File: src/rtl/phase_offset_pkg.sv
/*
 * Shared constants for the oscillator phase offset register bank
 * (sixth, seventh and eighth logical channels).
 * Assumes an APB slave with 32-bit data, one register per aligned word.
 */
package phase_offset_pkg;
    localparam int ADDR_W = 12;
    localparam int DATA_W = 32;
    localparam int BYTE_W = 8;
    localparam int PHASE_W = 16;
    localparam int NUM_CH = 3;
    localparam int NUM_REG = 6;
    localparam int SEQ_W = 3;
    // printed offsets are not multiples of four: they are indexes
    localparam logic [ADDR_W-1:0] IDX_CH5_LOW = 12'h090;
    localparam logic [ADDR_W-1:0] IDX_CH5_HIGH = 12'h091;
    localparam logic [ADDR_W-1:0] IDX_CH6_LOW = 12'h092;
    localparam logic [ADDR_W-1:0] IDX_CH6_HIGH = 12'h093;
    localparam logic [ADDR_W-1:0] IDX_CH7_LOW = 12'h094;
    localparam logic [ADDR_W-1:0] IDX_CH7_HIGH = 12'h095;
    localparam logic [ADDR_W-1:0] IDX_MODE = 12'h098;
    localparam logic [ADDR_W-1:0] IDX_SEQ = 12'h099;
    localparam logic [ADDR_W-1:0] IDX_STATUS = 12'h09A;
    localparam logic [BYTE_W-1:0] PHASE_RESET = 8'h00;
    localparam logic [1:0] MODE_RESET = 2'h0;
    localparam logic [1:0] MODE_CW_BIT = 2'h1;
    localparam logic [1:0] MODE_DDC_BIT = 2'h2;
    localparam logic [3*SEQ_W-1:0] SEQ_RESET = 9'h0FA;
    localparam logic [PHASE_W-1:0] PHASE_ZERO = 16'h0000;
    // all ones is 359.995 degrees, 0x00FF about 1.4 degrees
    localparam real PHASE_FULL_DEG = 360.0;
endpackage

File: src/rtl/phase_byte_store.sv
/*
 * Small memory of byte registers holding the phase offset bytes.
 * Assumes a single write port and registered read data.
 */
`timescale 1ns/1ps
`default_nettype none
module phase_byte_store #(
    parameter int DEPTH = 6,
    parameter int WIDTH = 8
) (
    // clock and reset
    input wire logic clk_sys,
    input wire logic arst_n,
    // write port
    input wire logic wr_en,
    input wire logic [$clog2(DEPTH)-1:0] wr_idx,
    input wire logic [WIDTH-1:0] wr_data,
    // read port
    input wire logic [$clog2(DEPTH)-1:0] rd_idx,
    output logic [WIDTH-1:0] rd_data_ff,
    // all bytes, flat
    output logic [DEPTH*WIDTH-1:0] all_ff
);
    logic [DEPTH*WIDTH-1:0] nxt_all;
    logic [WIDTH-1:0] nxt_rd_data;

    always_comb
    begin
        nxt_all = all_ff;
        if (wr_en)
        begin
            nxt_all[wr_idx*WIDTH +: WIDTH] = wr_data;
        end
        nxt_rd_data = all_ff[rd_idx*WIDTH +: WIDTH];
    end

    always_ff @(posedge clk_sys or negedge arst_n)
    begin
        if (!arst_n)
        begin
            all_ff <= '0;
            rd_data_ff <= '0;
        end
        else
        begin
            all_ff <= nxt_all;
            rd_data_ff <= nxt_rd_data;
        end
    end
endmodule // phase_byte_store
`default_nettype wire

File: src/rtl/phase_offset_regs.sv
/*
 * APB register bank for the oscillator phase offsets of logical channels
 * five to seven, plus mode enable and channel sequence slots.
 * Assumes an APB master on clk_sys; the mode and sequence inputs of the
 * datapath are local registers since the wider channel map lives elsewhere.
 */
// Added by the designer: the APB register port.
// Function
// - sixth channel phase word: low byte at 0x90, high byte at 0x91
// - seventh channel phase word: low byte at 0x92, high at 0x93
// - eighth channel phase word: low byte at 0x94, high at 0x95
// - phase word is unsigned fraction of a turn, 0xFFFF near 360 degrees
// - low byte carries the fine weight, 0x00FF about 1.4 degrees
// - first pair applies to input in sixth sequence slot
// - second pair applies to input in seventh sequence slot
// - third pair applies to input in eighth sequence slot
// - offsets used only in continuous wave or down-conversion mode
`timescale 1ns/1ps
`default_nettype none
module phase_offset_regs
    import phase_offset_pkg::*;
(
    // clock and reset
    input wire logic clk_sys,
    input wire logic arst_n,
    // apb slave
    input wire logic psel,
    input wire logic penable,
    input wire logic pwrite,
    input wire logic [phase_offset_pkg::ADDR_W-1:0] paddr,
    input wire logic [phase_offset_pkg::DATA_W-1:0] pwdata,
    input wire logic [3:0] pstrb,
    output logic [phase_offset_pkg::DATA_W-1:0] prdata,
    output logic pready,
    output logic pslverr,
    // phase words for the three channels, gated by mode
    output logic [phase_offset_pkg::PHASE_W-1:0] sixth_channel_phase_word,
    output logic [phase_offset_pkg::PHASE_W-1:0] seventh_channel_phase_word,
    output logic [phase_offset_pkg::PHASE_W-1:0] eighth_channel_phase_word,
    // physical input that each word steers
    output logic [phase_offset_pkg::SEQ_W-1:0] sixth_channel_input,
    output logic [phase_offset_pkg::SEQ_W-1:0] seventh_channel_input,
    output logic [phase_offset_pkg::SEQ_W-1:0] eighth_channel_input,
    // offsets currently in force
    output logic phase_active
);
    import phase_offset_pkg::*;

    logic [2:0] store_idx;
    logic store_hit;
    logic store_wr;
    logic [BYTE_W-1:0] store_rd;
    logic [NUM_REG*BYTE_W-1:0] store_all;
    logic [1:0] mode_ff, nxt_mode;
    logic [3*SEQ_W-1:0] seq_ff, nxt_seq;
    logic [DATA_W-1:0] prdata_ff, nxt_prdata;
    logic pready_ff, nxt_pready;
    logic pslverr_ff, nxt_pslverr;
    logic rd_store_ff, nxt_rd_store;
    logic [PHASE_W-1:0] w6_ff, w7_ff, w8_ff, nxt_w6, nxt_w7, nxt_w8;
    logic [3*SEQ_W-1:0] sel_ff, nxt_sel;
    logic act_ff, nxt_act;
    logic setup;
    logic known;

    function automatic logic [2:0] reg_slot(input logic [ADDR_W-1:0] idx);
        return 3'(idx - IDX_CH5_LOW);
    endfunction

    function automatic logic [PHASE_W-1:0] word_of(input logic [NUM_REG*BYTE_W-1:0] b,
                                                    input int ch);
        return {b[(2*ch+1)*BYTE_W +: BYTE_W], b[2*ch*BYTE_W +: BYTE_W]};
    endfunction

    // index is byte address over four
    logic [ADDR_W-1:0] idx;
    assign idx = {2'b00, paddr[ADDR_W-1:2]};
    assign setup = psel && !penable;
    assign store_hit = (idx >= IDX_CH5_LOW) && (idx <= IDX_CH7_HIGH);
    assign store_idx = store_hit ? reg_slot(idx) : 3'h0;
    assign known = store_hit || (idx == IDX_MODE) || (idx == IDX_SEQ)
                   || (idx == IDX_STATUS);
    // write takes effect in the setup cycle's following access edge
    assign store_wr = psel && penable && pready_ff && pwrite && store_hit
                      && pstrb[0];

    phase_byte_store #(
        .DEPTH(NUM_REG),
        .WIDTH(BYTE_W)
    ) u_store (
        .clk_sys(clk_sys),
        .arst_n(arst_n),
        .wr_en(store_wr),
        .wr_idx(store_idx),
        .wr_data(pwdata[BYTE_W-1:0]),
        .rd_idx(store_idx),
        .rd_data_ff(store_rd),
        .all_ff(store_all)
    );

    // bus: no wait states, read data registered in the setup cycle
    always_comb
    begin
        nxt_pready = setup;
        nxt_pslverr = setup && !known;
        nxt_rd_store = setup && store_hit;
        nxt_prdata = '0;
        nxt_mode = mode_ff;
        nxt_seq = seq_ff;
        if (setup && !pwrite)
        begin
            // byte registers read from the flat copy so prdata leaves a flop
            if (store_hit)
            begin
                nxt_prdata = {24'h0, store_all[store_idx*BYTE_W +: BYTE_W]};
            end
            else if (idx == IDX_MODE)
            begin
                nxt_prdata = {30'h0, mode_ff};
            end
            else if (idx == IDX_SEQ)
            begin
                nxt_prdata = {23'h0, seq_ff};
            end
            else if (idx == IDX_STATUS)
            begin
                nxt_prdata = {31'h0, act_ff};
            end
        end
        if (psel && penable && pready_ff && pwrite)
        begin
            if (idx == IDX_MODE && pstrb[0])
            begin
                nxt_mode = pwdata[1:0];
            end
            if (idx == IDX_SEQ)
            begin
                if (pstrb[0])
                begin
                    nxt_seq[7:0] = pwdata[7:0];
                end
                if (pstrb[1])
                begin
                    nxt_seq[8] = pwdata[8];
                end
            end
        end
    end

    always_ff @(posedge clk_sys or negedge arst_n)
    begin
        if (!arst_n)
        begin
            pready_ff <= 1'b0;
            pslverr_ff <= 1'b0;
            rd_store_ff <= 1'b0;
            prdata_ff <= '0;
            mode_ff <= MODE_RESET;
            seq_ff <= SEQ_RESET;
        end
        else
        begin
            pready_ff <= nxt_pready;
            pslverr_ff <= nxt_pslverr;
            rd_store_ff <= nxt_rd_store;
            prdata_ff <= nxt_prdata;
            mode_ff <= nxt_mode;
            seq_ff <= nxt_seq;
        end
    end

    assign pready = pready_ff;
    assign pslverr = pslverr_ff;
    // the store's own read port only cross-checks this path, see AST_STORE_PORT
    assign prdata = prdata_ff;

    // datapath: words to the slot-selected inputs, only in an active mode
    always_comb
    begin
        nxt_act = |(mode_ff & (MODE_CW_BIT | MODE_DDC_BIT));
        nxt_w6 = nxt_act ? word_of(store_all, 0) : PHASE_ZERO;
        nxt_w7 = nxt_act ? word_of(store_all, 1) : PHASE_ZERO;
        nxt_w8 = nxt_act ? word_of(store_all, 2) : PHASE_ZERO;
        nxt_sel = seq_ff;
    end

    always_ff @(posedge clk_sys or negedge arst_n)
    begin
        if (!arst_n)
        begin
            act_ff <= 1'b0;
            w6_ff <= PHASE_ZERO;
            w7_ff <= PHASE_ZERO;
            w8_ff <= PHASE_ZERO;
            sel_ff <= SEQ_RESET;
        end
        else
        begin
            act_ff <= nxt_act;
            w6_ff <= nxt_w6;
            w7_ff <= nxt_w7;
            w8_ff <= nxt_w8;
            sel_ff <= nxt_sel;
        end
    end

    assign sixth_channel_phase_word = w6_ff;
    assign seventh_channel_phase_word = w7_ff;
    assign eighth_channel_phase_word = w8_ff;
    assign sixth_channel_input = sel_ff[0 +: SEQ_W];
    assign seventh_channel_input = sel_ff[SEQ_W +: SEQ_W];
    assign eighth_channel_input = sel_ff[2*SEQ_W +: SEQ_W];
    assign phase_active = act_ff;
endmodule // phase_offset_regs
`default_nettype wire

File: config.mk
export PLATFORM = sky130hd
export DESIGN_NAME = phase_offset_regs
export DESIGN_NICKNAME = d
export VERILOG_FILES = /design/src/rtl/phase_offset_pkg.sv /design/src/rtl/phase_byte_store.sv /design/src/rtl/phase_offset_regs.sv
export SDC_FILE = /design/constraint.sdc
export NUM_CORES = 1
export LEC_CHECK = 0
export BUFFER_PORTS_ARGS = -buffer_cell sky130_fd_sc_hd__buf_2
export CAP_MARGIN = 10
export CORE_ASPECT_RATIO = 1.25
export CORE_MARGIN = 3
export CORE_UTILIZATION = 25
export CTS_CLUSTER_SIZE = 40
export DETAILED_ROUTE_END_ITERATION = 12
export PLACE_DENSITY = 0.44
export SLEW_MARGIN = 20
export SYNTH_ARGS = -nofsm -noshare
export SYNTH_HDL_FRONTEND = slang
export SYNTH_SLANG_ARGS = --single-unit
File: constraint.sdc
create_clock -name clk_sys -period 2.1 [get_ports clk_sys]
set_clock_uncertainty 0.05 [all_clocks]
set_input_delay 0.21 -clock clk_sys [delete_from_list [all_inputs] [get_ports clk_sys]]
set_output_delay 0.21 -clock clk_sys [all_outputs]
set_load 0.02 [all_outputs]
==> impl_metrics.env <==
export IMPL_slew_viol_final=0
export IMPL_detailedRoute_firstPassIterationCount=4
export IMPL_avgRoutedWirePerCell_um=17.2
export IMPL_dpl_instance_area_um2=6390
export IMPL_cts_made_buffers=17
export IMPL_numPortBuffers=94
export IMPL_synth_ff_latch_count=128
export IMPL_cts_root_buf="sky130_fd_sc_hd__clkbuf_16"
export IMPL_combPwrFrac_pct=4.4
export IMPL_initial_utilization_pct=25.5
export IMPL_core_area_um2=20900
export IMPL_fin_total_pwr_mw=5.72
export IMPL_ctsLongestPathBuffers=2
export IMPL_fraction_of_final_layout_cells_sized_beyond_drive_strength_1_pct=36.5
export IMPL_setup_tns_final_ns=-10.18
export IMPL_clock_tree_htree_level_count=4
export IMPL_sequential_fraction_of_the_synthesis_area_pct=60.4
export IMPL_slew_headroom_pct=58.8
export IMPL_share_clk_of_total_power_pct=52.4
export IMPL_die_y_um=169
export IMPL_antenna_diode_count=0
export IMPL_worstReg2RegEnd="nxt_sel[2]"
export IMPL_report_final_setup_viol=48
export IMPL_stdcell_area_um2=7110
export IMPL_hold_viol_final=0
export IMPL_crit_path_frequent_cell="sky130_fd_sc_hd__buf_6"
export IMPL_postRouteWirelength_um=15300
export IMPL_die_area_um2=23100
export IMPL_power_switching_fraction_pct=22.3
export IMPL_gp_routability_congestion=0.857
export IMPL_clk_latency_ns=0.42
export IMPL_rows=59
export IMPL_cp_slowest_cell="sky130_fd_sc_hd__or4_4"
export IMPL_worstSetupStartpoint="paddr[5]"
export IMPL_hpwl_um=11400
export IMPL_reg2reg_depth=6
export IMPL_num_nets_final=658
export IMPL_synth_edf_count=0
export IMPL_cp_end_kind="register"
export IMPL_failed_checks="negative setup slack"
export IMPL_sequentialPowerShare_pct=43.2
export IMPL_drt_vias_per_instance=4.40
export IMPL_tritoncts="done"
export IMPL_synth_top_flop_cell="sky130_fd_sc_hd__dfrtp_1"
export IMPL_holdPathStages=3
export IMPL_via_count=3903
export IMPL_first_global_vias=4199
export IMPL_power_report_internal_total_mw=4.44
export IMPL_number_of_instances_in_the_synthesized_netlist=464
export IMPL_ir_drop_mv=0.534
export IMPL_r2r_setup_slk_ns=0.27
export IMPL_asyncSetResetFlopFracSynth_pct=100
export IMPL_drt_drc_violations_left=0
export IMPL_min_delay_path_class="input port to register"
export IMPL_fin_crit_ns=2.36
export IMPL_syn2layout_area_growth_pct=33.5
export IMPL_post_route_period_util_pct=112
export IMPL_grt_max_degree=49
export IMPL_status="finished with violations"
export IMPL_power_density_cell_area_nw_per_um2=805
export IMPL_rr_startpoint="pready"
export IMPL_crit_required_ns=2.34
export IMPL_die_width_um=137
export IMPL_netlist_area_um2=5330
export IMPL_global_route_overflow_total=0
export IMPL_dp_cells=853
export IMPL_io_pin_count=145
export IMPL_grt_first_pass_wirelength_um=24000
export IMPL_post_route_worst_setup_slack_ns=-0.257
export IMPL_leakagePower_nw=3.37
export IMPL_post_route_util_pct=34.0
export IMPL_critical_path_max_stage_delay_ns=0.51
export IMPL_path_type_of_the_worst_setup_path="input port to register"
export IMPL_critical_path_fanout_max=16
export IMPL_antenna_found_initial=0
export IMPL_grt_setup_unrepaired="yes"
export IMPL_first_iter_violations=133
export IMPL_clock_transition_at_the_registers_of_the_reported_paths_ns=0.06
export IMPL_crit_chain="buf_6, or3_4, or4_4, a21oi_4, o21ai_4, ha_4, buf_6, nand2_4, nor2_4, nand4b_1, buf_6, nand2_1, o21ai_0"
export IMPL_netSwitchingPower_mw=1.28
export IMPL_max_freq_mhz=424
export IMPL_drt_antenna_violating_nets=0
export IMPL_cap_viol_max_count=0
export IMPL_timing_critical_path_to="u_store.all_ff[20]"
export IMPL_filler_cell_count=2109
export IMPL_groute_usage_overall_pct=13.9
export IMPL_worst_slew_pin_slew_ns=0.616
export IMPL_syn_avg_cell_area_um2=11.5
export IMPL_layoutNonFillerInstCount=888
export IMPL_cts_sink_count=128
export IMPL_synth_cell_types=51
export IMPL_critPathArrivalTime_ns=2.60
export IMPL_yosysWarningCount=0
export IMPL_start_kind="input port"
-- worst max-delay path: cells and delay by family --
family,cells,cell delay (ns)
AND/OR/NAND/NOR,6,1.29
AO/OA/AOI/OAI,3,0.41
adder cells (fa/ha/maj),1,0.31
buffers and inverters,3,0.37
-- per-layer routing --
metal	global-route usage, %	vias to the layer above	wire length, um
met4	6.05	0	308
li1	-	1820	-
met5	0	-	0
met2	24.6	113	8230
met3	3.23	16	618
met1	15.7	1954	6130
-- synth_stat cells, types with 4 or more instances --
cell / count / area share (%)
sky130_fd_sc_hd__dfrtp_1: 116 / 54
sky130_fd_sc_hd__nand2_1: 70 / 4.9
sky130_fd_sc_hd__nor2b_1: 48 / 5.6
sky130_fd_sc_hd__o21ai_0: 40 / 3.8
sky130_fd_sc_hd__buf_4: 26 / 3.7
sky130_fd_sc_hd__mux2_2: 19 / 4.0
sky130_fd_sc_hd__mux2i_1: 17 / 3.2
sky130_fd_sc_hd__nor2_1: 14 / 0.99
sky130_fd_sc_hd__dfstp_2: 12 / 5.9
sky130_fd_sc_hd__nor3_1: 9 / 0.85
sky130_fd_sc_hd__a22o_1: 8 / 1.3
sky130_fd_sc_hd__clkbuf_1: 8 / 0.56
sky130_fd_sc_hd__a21oi_1: 7 / 0.66
sky130_fd_sc_hd__buf_2: 7 / 0.66
sky130_fd_sc_hd__a32o_1: 5 / 0.94
sky130_fd_sc_hd__nand3_1: 5 / 0.47
sky130_fd_sc_hd__ha_1: 4 / 0.94
-- cell families after synthesis --
logic type / Yosys count / synth area share (%)
AO/OA/AOI/OAI: 74 / 8.88
other: 1 / 0.0704
flip-flops: 128 / 60.4
buffers and inverters: 47 / 5.45
adder cells (fa/ha/maj): 4 / 0.940
AND/OR/NAND/NOR: 174 / 17.0
multiplexers: 36 / 7.21
-- power groups by stage --
stage | clock network [mW] | registers, mW | logic [mW]
floorplan | 0 | 2.52 | 0.125
global placement | 0 | 2.52 | 0.241
detailed placement | 0 | 2.52 | 0.246
CTS | 3.08 | 2.47 | 0.254
global route | 3.18 | 2.47 | 0.277
finish | 3.00 | 2.47 | 0.251
-- cells in the final DEF, fill, tap and decap left out, types with 3 or more instances in the layout --
cell                            netlist  final
sky130_fd_sc_hd__a22o_1               8      8
sky130_fd_sc_hd__conb_1               1     23
sky130_fd_sc_hd__clkinvlp_4           0      5
sky130_fd_sc_hd__nor2_1              14     12
sky130_fd_sc_hd__nand3_1              5      4
sky130_fd_sc_hd__inv_1                3      3
sky130_fd_sc_hd__and3_1               3      3
sky130_fd_sc_hd__a21oi_1              7      7
sky130_fd_sc_hd__nor2b_1             48     48
sky130_fd_sc_hd__mux2_2              19     11
sky130_fd_sc_hd__mux2i_1             17     17
sky130_fd_sc_hd__nor3_1               9      9
sky130_fd_sc_hd__mux2_4               0      8
sky130_fd_sc_hd__dfstp_2             12     12
sky130_fd_sc_hd__bufinv_16            0      3
sky130_fd_sc_hd__buf_2                7     92
sky130_fd_sc_hd__buf_6                1      6
sky130_fd_sc_hd__o21ai_1              0     24
sky130_fd_sc_hd__nand2_1             70     66
sky130_fd_sc_hd__clkbuf_16            0     17
sky130_fd_sc_hd__dfrtp_1            116    116
sky130_fd_sc_hd__a32o_1               5      5
sky130_fd_sc_hd__o21ai_0             40     15
sky130_fd_sc_hd__dlygate4sd3_1        0      3
sky130_fd_sc_hd__nor2_4               1      3
sky130_fd_sc_hd__buf_4               26     36
-- layout make-up --
cell class | count | area (um2) | share of cell area [%]
Timing Repair Buffer | 139 | 868 | 12.2
Inverter | 4 | 15.0 | 0.211
Sequential cell | 128 | 3220 | 45.3
Tap cell | 274 | 343 | 4.82
Clock buffer | 19 | 443 | 6.23
Multi-Input combinational cell | 311 | 2060 | 28.9
Clock inverter | 13 | 164 | 2.31
-- how the worst min path moves through the flow --
| stage | end | slack, ns | from |
|---|---|---|---|
| 5_1_grt | pready | 0.08 | psel |
| 3_5_place_dp | u_store.all_ff[17] | 0.21 | arst_n |
| 3_3_place_gp | u_store.all_ff[25] | 0.19 | arst_n |
| 4_1_cts | pready | 0.04 | psel |
| 6_report | pready | 0.05 | psel |
| 2_1_floorplan | eighth_channel_phase_word[0] | -0.14 | arst_n |
-- repair_timing --
item	in CTS	in global routing
gates resized for setup	23	10
endpoints found under the hold margin	25	0
buffers inserted	0	1
endpoints found under the setup margin	48	49
pin swaps	14	10
hold buffers	3	0
-- registers in the layout, indices dropped and copies added, names as in the netlist --
register,count
eighth_channel_phase_word,16
sel_ff,9
mode_ff,2
u_store.all_ff,48
pslverr,1
seventh_channel_phase_word,16
pready,1
nxt_sel,9
sixth_channel_phase_word,16
phase_active,1
prdata,9
-- through the flow --
stage / hold slack [ns] / setup slack [ns]
2_1_floorplan: -0.136 / -0.665
3_5_place_dp: 0.211 / -0.809
5_1_grt: 0.0765 / -0.346
4_1_cts: 0.0439 / -0.279
3_3_place_gp: 0.194 / -0.758
6_report: 0.0493 / -0.257
(Power assumes the default switching activity.)
